===== src/rtl/spic_pkg.sv =====
// Purpose: Constants for the slave interrupt controller port decode
// Assumes: Byte-wide I/O ports on a 16-bit I/O address
// Notes:   Shared by design and bench
package spic_pkg;
    localparam logic [15:0] EVEN_PORT_ADDR     = 16'h00A0;
    localparam logic [15:0] ODD_PORT_ADDR      = 16'h00A1;
    localparam int          SEL_INIT_ONE_BIT   = 4;
    localparam int          SEL_OP_THREE_BIT   = 3;
    localparam int          OP_THREE_RSV_BIT   = 7;
    localparam int          FOURTH_NEEDED_BIT  = 0;
    localparam int          SINGLE_SEL_BIT     = 1;
    localparam int          VEC_BASE_MSB       = 7;
    localparam int          VEC_BASE_LSB       = 3;
    localparam int          LEVEL_W            = 3;
    localparam logic [1:0]  READ_SEL_REQUEST   = 2'h2;
    localparam logic [1:0]  READ_SEL_SERVICE   = 2'h3;
    localparam logic [7:0]  INIT_FOUR_DEFAULT  = 8'h01;
    localparam logic [7:0]  WORD_RESET         = 8'h00;
    localparam logic [7:0]  READ_IDLE_DATA     = 8'h00;

    typedef enum logic [1:0] {
        ST_OPERATE,
        ST_WAIT_TWO,
        ST_WAIT_THREE,
        ST_WAIT_FOUR
    } spic_state_t;
endpackage : spic_pkg


===== src/rtl/spic_init_decode.sv =====
// Purpose: Write decode and init sequencing of the slave interrupt controller
// Assumes: One I/O access per strobe cycle, synchronous to SYS_CLK_IN
// Notes:   Prioritization and masking live outside this block
// Function
// - Cascade bit clear: slave bypassed, writes ignored
// - Even port decode: bit4 init one, bit3 op word
// - Op three read code 10/11 selects read source
// - Vector is base bits over request level
// - Init word one resets sequence and pointer
// - Odd port writes load init words two-four
// - Each odd write during init advances the init pointer; none in operate state
// - Single select fixed zero: word three expected
// - Fourth word skipped when not needed
// - Skipped fourth word takes value 01h
// - Read code 00/01 keeps previous read source
module spic_init_decode (
    input  wire logic        SYS_CLK_IN,
    input  wire logic        RST_N_IN,
    input  wire logic [15:0] IO_ADDR_IN,
    input  wire logic        IO_WR_IN,
    input  wire logic        IO_RD_IN,
    input  wire logic [7:0]  IO_WDATA_IN,
    input  wire logic        SLAVE_CASCADE_PRESENT_IN,
    input  wire logic [7:0]  REQUEST_REG_IN,
    input  wire logic [7:0]  IN_SERVICE_REG_IN,
    input  wire logic [2:0]  REQUEST_LEVEL_IN,
    output logic      [7:0]  IO_RDATA_OUT,
    output logic      [7:0]  VECTOR_OUT,
    output logic             INIT_BUSY_OUT,
    output logic      [7:0]  INIT_WORD_ONE_OUT,
    output logic      [7:0]  INIT_WORD_THREE_OUT,
    output logic      [7:0]  INIT_WORD_FOUR_OUT,
    output logic      [7:0]  OP_WORD_TWO_OUT,
    output logic      [7:0]  OP_WORD_THREE_OUT,
    output logic             READ_SERVICE_SEL_OUT
);

    spic_pkg::spic_state_t state_q, state_d;
    logic [7:0]  word_one_q, word_one_d;
    logic [7:0]  vector_base_init_word_q, vector_base_init_word_d;
    logic [7:0]  word_three_q, word_three_d;
    logic [7:0]  word_four_q, word_four_d;
    logic [7:0]  op_two_q, op_two_d;
    logic [7:0]  op_three_q, op_three_d;
    logic        svc_sel_q, svc_sel_d;
    logic [7:0]  rdata_q, rdata_d;
    logic [7:0]  vector_q, vector_d;
    logic        busy_q, busy_d;

    logic        wr_even, wr_odd, rd_even;
    logic        sel_one, sel_op3, sel_op2;

    assign wr_even = IO_WR_IN && SLAVE_CASCADE_PRESENT_IN && (IO_ADDR_IN == spic_pkg::EVEN_PORT_ADDR);
    assign wr_odd  = IO_WR_IN && SLAVE_CASCADE_PRESENT_IN && (IO_ADDR_IN == spic_pkg::ODD_PORT_ADDR);
    assign rd_even = IO_RD_IN && (IO_ADDR_IN == spic_pkg::EVEN_PORT_ADDR);
    assign sel_one = wr_even && IO_WDATA_IN[spic_pkg::SEL_INIT_ONE_BIT];
    assign sel_op2 = wr_even && !IO_WDATA_IN[spic_pkg::SEL_INIT_ONE_BIT]
                     && !IO_WDATA_IN[spic_pkg::SEL_OP_THREE_BIT];
    assign sel_op3 = wr_even && !IO_WDATA_IN[spic_pkg::SEL_INIT_ONE_BIT]
                     && IO_WDATA_IN[spic_pkg::SEL_OP_THREE_BIT]
                     && !IO_WDATA_IN[spic_pkg::OP_THREE_RSV_BIT];

    // Init sequence and register writes
    always_comb begin
        state_d                 = state_q;
        word_one_d              = word_one_q;
        vector_base_init_word_d = vector_base_init_word_q;
        word_three_d            = word_three_q;
        word_four_d             = word_four_q;
        op_two_d                = op_two_q;
        op_three_d              = op_three_q;
        svc_sel_d               = svc_sel_q;
        if (sel_one) begin
            word_one_d                            = IO_WDATA_IN;
            word_one_d[spic_pkg::SINGLE_SEL_BIT]  = 1'b0;
            state_d                               = spic_pkg::ST_WAIT_TWO;
        end else if (sel_op2) begin
            op_two_d = IO_WDATA_IN;
        end else if (sel_op3) begin
            op_three_d = IO_WDATA_IN;
            if (IO_WDATA_IN[1:0] == spic_pkg::READ_SEL_REQUEST) begin
                svc_sel_d = 1'b0;
            end else if (IO_WDATA_IN[1:0] == spic_pkg::READ_SEL_SERVICE) begin
                svc_sel_d = 1'b1;
            end
        end
        if (wr_odd) begin
            unique case (state_q)
                spic_pkg::ST_OPERATE: begin
                end
                spic_pkg::ST_WAIT_TWO: begin
                    vector_base_init_word_d = IO_WDATA_IN;
                    state_d                 = spic_pkg::ST_WAIT_THREE;
                end
                spic_pkg::ST_WAIT_THREE: begin
                    word_three_d = IO_WDATA_IN;
                    if (word_one_q[spic_pkg::FOURTH_NEEDED_BIT]) begin
                        state_d = spic_pkg::ST_WAIT_FOUR;
                    end else begin
                        word_four_d = spic_pkg::INIT_FOUR_DEFAULT;
                        state_d     = spic_pkg::ST_OPERATE;
                    end
                end
                spic_pkg::ST_WAIT_FOUR: begin
                    word_four_d = IO_WDATA_IN;
                    state_d     = spic_pkg::ST_OPERATE;
                end
            endcase
        end
        busy_d = (state_d != spic_pkg::ST_OPERATE);
    end

    always_ff @(posedge SYS_CLK_IN or negedge RST_N_IN) begin
        if (!RST_N_IN) begin
            state_q                 <= spic_pkg::ST_OPERATE;
            busy_q                  <= 1'b0;
            word_one_q              <= spic_pkg::WORD_RESET;
            vector_base_init_word_q <= spic_pkg::WORD_RESET;
            word_three_q            <= spic_pkg::WORD_RESET;
            word_four_q             <= spic_pkg::INIT_FOUR_DEFAULT;
            op_two_q                <= spic_pkg::WORD_RESET;
            op_three_q              <= spic_pkg::WORD_RESET;
            svc_sel_q               <= 1'b0;
        end else begin
            state_q                 <= state_d;
            word_one_q              <= word_one_d;
            vector_base_init_word_q <= vector_base_init_word_d;
            word_three_q            <= word_three_d;
            word_four_q             <= word_four_d;
            op_two_q                <= op_two_d;
            op_three_q              <= op_three_d;
            svc_sel_q               <= svc_sel_d;
            busy_q                  <= busy_d;
        end
    end

    // Read data and vector formation
    always_comb begin
        rdata_d  = rdata_q;
        if (rd_even) begin
            rdata_d = svc_sel_q ? IN_SERVICE_REG_IN : REQUEST_REG_IN;
        end else if (IO_RD_IN) begin
            rdata_d = spic_pkg::READ_IDLE_DATA;
        end
        vector_d = {vector_base_init_word_q[spic_pkg::VEC_BASE_MSB:spic_pkg::VEC_BASE_LSB],
                    REQUEST_LEVEL_IN};
    end

    always_ff @(posedge SYS_CLK_IN or negedge RST_N_IN) begin
        if (!RST_N_IN) begin
            rdata_q  <= spic_pkg::READ_IDLE_DATA;
            vector_q <= spic_pkg::WORD_RESET;
        end else begin
            rdata_q  <= rdata_d;
            vector_q <= vector_d;
        end
    end

    assign IO_RDATA_OUT         = rdata_q;
    assign VECTOR_OUT           = vector_q;
    assign INIT_BUSY_OUT        = busy_q;
    assign INIT_WORD_ONE_OUT    = word_one_q;
    assign INIT_WORD_THREE_OUT  = word_three_q;
    assign INIT_WORD_FOUR_OUT   = word_four_q;
    assign OP_WORD_TWO_OUT      = op_two_q;
    assign OP_WORD_THREE_OUT    = op_three_q;
    assign READ_SERVICE_SEL_OUT = svc_sel_q;
endmodule : spic_init_decode


===== config.mk =====
export PLATFORM = sky130hd
export DESIGN_NAME = spic_init_decode
export DESIGN_NICKNAME = d
export VERILOG_FILES = /design/src/rtl/spic_pkg.sv /design/src/rtl/spic_init_decode.sv
export SDC_FILE = /design/constraint.sdc
export NUM_CORES = 1
export LEC_CHECK = 0
export CAP_MARGIN = 20
export CORE_MARGIN = 3
export CORE_UTILIZATION = 60
export CTS_BUF_LIST = sky130_fd_sc_hd__clkbuf_8
export DETAILED_ROUTE_END_ITERATION = 10
export DONT_BUFFER_PORTS = 1
export GPL_ROUTABILITY_DRIVEN = 0
export HOLD_SLACK_MARGIN = 0.08
export PLACE_DENSITY = 0.76
export REMOVE_ABC_BUFFERS = 1
export SLEW_MARGIN = 20
export SYNTH_ARGS = -nofsm -noshare
export SYNTH_HDL_FRONTEND = slang
export SYNTH_SLANG_ARGS = --single-unit

===== constraint.sdc =====
create_clock -name SYS_CLK_IN -period 2.2 [get_ports SYS_CLK_IN]
set_clock_uncertainty 0.2 [all_clocks]
set_input_delay 0.11 -clock SYS_CLK_IN [delete_from_list [all_inputs] [get_ports SYS_CLK_IN]]
set_output_delay 0.11 -clock SYS_CLK_IN [all_outputs]
set_load 0.02 [all_outputs]

Word-level counts from Yosys, hierarchy flattened. Cells that the tools add are included.

Bits in registers: 67. Input bits: 48. Output and inout bits: 58. Logic and storage cells: 54.

Bitwise gates (word level): 2. Mux-type cells: 11. Equal/unequal tests: 8. Reductions and logical operators: 22.

Operators with widths (count): $eq 16x8->1 const B (2); $mux 8 (4); $pmux 8 s2 (1); $logic_and 1x1->1 (9); $eq 2x2->1 const B (4); $reduce_bool 2->1 (4); $mux 2 (3); $pmux 2 s3 (1); $reduce_and 2->1 (3); $reduce_and 3->1 (2); $reduce_and 4->1 (1); $logic_not 1->1 (3); $eq 2x1->1 const B (1); $mux 1 (2); $ne 2x2->1 const B (1); $not 1->1 (2).

Logic depth before layout (Yosys ltp).
Depth in word-level cells: 7. Gate-level depth with buffers: 5. Depth with buffers taken out: 4.

Worst setup path before layout. Ideal clock, no wire load.

Kind: input-to-reg. Start: input IO_ADDR_IN[8]. End: register vector_base_init_word_q[3]. Setup slack: 0.285 ns. Library setup time: 0.125 ns. Data required time: 1.875 ns. Cell stages on the path: 5. Arrival: 1.590 ns. Buffers on the path: 1. Cells stage by stage: and4bb_2 nand3_1 or4_1 buf_4 mux2_4.

Word-level cells in the longest chain between the ends: 3.

Ends and longest elaborated chain: start: declaration (line spic_init_decode.sv:19) `input wire logic [15:0] IO_ADDR_IN,`; $eq 16x8->1 (line spic_init_decode.sv:54) `assign wr_odd = IO_WR_IN && SLAVE_CASCADE_PRESENT_IN && (IO_ADDR_IN == spic_pkg::ODD_PORT_ADDR);`; $logic_and 1x1->1 (line spic_init_decode.sv:54); $reduce_and 2->1 (no source line); end signal: assignment (line spic_init_decode.sv:118) `vector_base_init_word_q <= spic_pkg::WORD_RESET;`; end signal: assignment (line spic_init_decode.sv:127) `vector_base_init_word_q <= vector_base_init_word_d;`; end: declaration (line spic_init_decode.sv:40) `logic [7:0] vector_base_init_word_q, vector_base_init_word_d;`.

Every way passes these cells. A chain may end at the register's enable or synchronous reset.

Worst setup path in the final report.
Start: input IO_ADDR_IN[0]. End: register op_two_q[3] (netlist: OP_WORD_TWO_OUT[3]).

Word-level cells in the longest chain between the ends: 5. Elaborated cells on any way between the ends: 7. Classes of those cells: eq/ne: 1; bitwise: 1; reduce/logical: 5.

Ends and longest elaborated chain: $eq 16x8->1 * (line spic_init_decode.sv:53) `assign wr_even = IO_WR_IN && SLAVE_CASCADE_PRESENT_IN && (IO_ADDR_IN == spic_pkg::EVEN_PORT_ADDR);`; $logic_and 1x1->1 * (line spic_init_decode.sv:53); $logic_and 1x1->1, on equally long branches (line spic_init_decode.sv:57, spic_init_decode.sv:56); $logic_and 1x1->1 or $not 1->1 (tied branches); $reduce_and 2->1 (no source line) *; end signal: assignment (line spic_init_decode.sv:121) `op_two_q <= spic_pkg::WORD_RESET;`; end signal: assignment (line spic_init_decode.sv:130) `op_two_q <= op_two_d;`; end: declaration (line spic_init_decode.sv:43) `logic [7:0] op_two_q, op_two_d;`.

Mark *: on every way between the ends. The rest lies on a longest branch, timed or not.

==> flow_metrics.py <==
metrics = {
    "setup_path": {
        "worstPathMaxFanout": 8,
        "reg2reg_from": "READ_SERVICE_SEL_OUT",
        "start_kind": "input port",
        "crit_path_end_kind": "register",
        "worst-r2r-setup-slack_ns": 0.17,
        "reg2reg_to": "IO_RDATA_OUT[6]",
        "crit_type": "in -> reg",
        "ff2ff_path_depth": 3,
        "worstPathArrival_ns": 2.09,
        "required_ns": 2.22,
    },
    "yosys": {
        "syn_area_per_cell_um2": 14.9,
        "synth_top_area_share_pct": 60.9,
        "synth-async-reset-ratio_pct": 100,
        "synthDistinctLibCells": 37,
        "synth_area_leader_cell": "dfrtp_1",
        "yosys_warnings": 0,
        "ys_seq_elements": 64,
        "syn-cell-area_um2": 2590,
        "synth_flop_cell": "dfrtp_1",
        "synth-seq-area-share_pct": 61.9,
        "synth-edff-count": 0,
        "synth_area_leaders": "dfrtp_1 61%, mux2_2 11%, mux2i_1 3.1%, mux2_4 2.9%, nor4_4 2.5%",
        "synth_cells": 174,
    },
    "detailed_routing": {
        "drt-total-wl_mm": 6.18,
        "drc": 0,
        "ant_nets": 0,
        "avgViaCountPerCell": 5.84,
        "firstDrtPassIters": 4,
        "wire_per_inst_um": 22.2,
        "via_count": 1630,
        "drtIter0Drc": 107,
    },
    "clock_tree": {
        "cts-root-buf": "clkbuf_8",
        "tritoncts": "yes",
        "clkTransAtPathRegs_ns": 0.07,
        "cts.repair.resized": 0,
        "cts.htree.levels": 3,
        "cts_sinks": 64,
        "clockBufferDepth": 2,
        "insertion_delay_ns": 0.33,
        "cts-buffers-inserted": 9,
    },
    "worst_hold_path": {
        "min_delay_worst_endpoint": "INIT_WORD_ONE_OUT[5]",
        "min_path_cells": 3,
        "min_from": "IO_WDATA_IN[4]",
        "hold_class": "in -> reg",
    },
    "placed_design": {
        "portBuffers": 0,
        "pre_cts_ws_ns": 0.146,
        "place_hpwl_mm": 3.94,
    },
    "power_and_ir_drop": {
        "clkPwrFrac_pct": 46.8,
        "leakage_nw": 1.58,
        "power_density_nw_per_um2": 739,
        "pwr-share-comb_pct": 4.5,
        "peakVddDrop_uv": 674,
        "switching_share_pct": 20.7,
        "p_int_mw": 1.93,
        "seqPwrFrac_pct": 48.7,
        "p_sw_mw": 0.503,
    },
    "cells_and_area": {
        "finalNetCount": 272,
        "fin_util_pct": 80.5,
        "mostFrequentLayoutCell": "dfrtp_1",
        "diodes": 0,
        "final_cell_mix": "63 x dfrtp_1, 35 x dlygate4sd3_1, 25 x mux2_2",
        "post_route_cells_drive_above_1_share_pct": 30.1,
        "syn_to_final_growth_pct": 27.2,
    },
    "die": {
        "die_h_um": 71.7,
        "ios": 106,
        "initial_utilization_pct": 63.3,
        "die_w_um": 71.7,
        "core_um2": 4090,
        "rows": 23,
        "die_area_um2": 5140,
    },
    "sta": {
        "layout_worst_path_cycle_share_pct": 93.9,
        "drv_slew": 0,
        "fin_tns_setup_ns": 0,
        "fin_crit_ns": 2.07,
        "relSlewSlack_pct": 58.1,
        "rsz0062_at_grt": "false",
        "tightest_slew_ns": 0.629,
        "hold_viol": 0,
        "fmax_ghz": 0.484,
        "finalSetupViolCount": 0,
        "final.setup.worst_slack_ns": 0.133,
    },
    "global_route": {
        "grt_pass1_vias": 1774,
        "antenna_found_initial": 0,
        "grt_use_total_pct": 25.2,
        "grt_max_degree": 65,
        "grt_pass1_wl_mm": 9.65,
        "grt_overflow": 0,
    },
    "run_status": {
        "status": "finished, final reports clean",
    },
    "flow_run": {
        "maxCapViolations": 0,
    },
}
## state kept, by name, summed over array words and instances (netlist names)
register                 cells
INIT_WORD_FOUR_OUT           8
READ_SERVICE_SEL_OUT         1
OP_WORD_TWO_OUT              8
INIT_WORD_THREE_OUT          8
state_q                      2
vector_base_init_word_q      5
INIT_BUSY_OUT                1
OP_WORD_THREE_OUT            8
VECTOR_OUT                   8
INIT_WORD_ONE_OUT            7
IO_RDATA_OUT                 8
## final cells by class
class,instances,area (µm²)
clock buffers,11,151
well taps,50,62.6
clock inverters,5,78.8
flip-flops and latches,64,1600
inverters,13,48.8
multi-input cells,92,908
repair buffers,44,438
fillers,240,796
## critical path, stage by stage
cell           delay (ns)
dlygate4sd3_1        0.65
nor2_1               0.22
nor4b_4              0.22
buf_4                0.21
dlygate4sd3_1        0.62
nor2b_1              0.06
## Yosys cell counts, types with 2 or more instances
cell,n
or4_1,2
mux2i_1,8
nor2b_1,5
nand3b_1,2
inv_1,13
nor4b_4,2
mux2_4,5
buf_4,2
o22ai_1,8
nor4_4,3
nand2_1,4
dfrtp_1,63
nor3_1,2
or2_2,2
a22o_1,7
mux2_2,25
## how the worst max path moves through the flow
stage	start	to	slack, ns
global placement	IO_ADDR_IN[11]	vector_base_init_word_q[3]	0.19
CTS	IO_ADDR_IN[0]	OP_WORD_TWO_OUT[3]	0.16
global route	READ_SERVICE_SEL_OUT	IO_RDATA_OUT[7]	0.09
detailed placement	IO_ADDR_IN[11]	vector_base_init_word_q[3]	0.15
floorplan	IO_ADDR_IN[8]	vector_base_init_word_q[3]	0.23
finish	IO_ADDR_IN[0]	OP_WORD_TWO_OUT[3]	0.13
## power by group through the flow
stage	combinational [mW]	clock (mW)	sequential [mW]
global route	0.118	1.20	1.18
global placement	0.0212	0	1.21
CTS	0.108	1.14	1.18
finish	0.109	1.14	1.18
detailed placement	0.0229	0	1.21
floorplan	0.0200	0	1.21
## routing by layer
| layer | global-route usage (%) | up-vias | share of wire, % |
|---|---|---|---|
| li1 | - | 724 | - |
| met1 | 32.1 | 828 | 39 |
| met2 | 41.8 | 71 | 52 |
| met3 | 7.01 | 7 | 7.5 |
| met4 | 8.14 | 0 | 1.2 |
| met5 | 0 | - | 0 |
## cells by family (layout without fill, tap and decap cells)
kind of cell	count (synthesis)	after routing	synth area share, %
compound gates	21	21	6.04
simple gates	32	32	12.0
buf+inv	18	73	2.95
mux	38	38	16.9
other cells	1	1	0.145
flops	64	64	61.9
## through the flow
step | cells | hold WS (ns) | power [mW] | area, µm²
3_5_place_dp | 227 | -0.384 | 1.23 | 2680
2_1_floorplan | 169 | -0.386 | 1.23 | 2560
6_report | 279 | 0.112 | 2.43 | 3290
3_3_place_gp | 227 | -0.384 | 1.23 | 2680
5_1_grt | 279 | 0.112 | 2.50 | 3290
4_1_cts | 279 | 0.0979 | 2.43 | 3290
## what timing repair did
item                      4_1_cts  5_1_grt
hold buffers                   36        0
hold endpoints to repair      120        0
buffers inserted                0        0
Power figures use the tool's default switching activity.
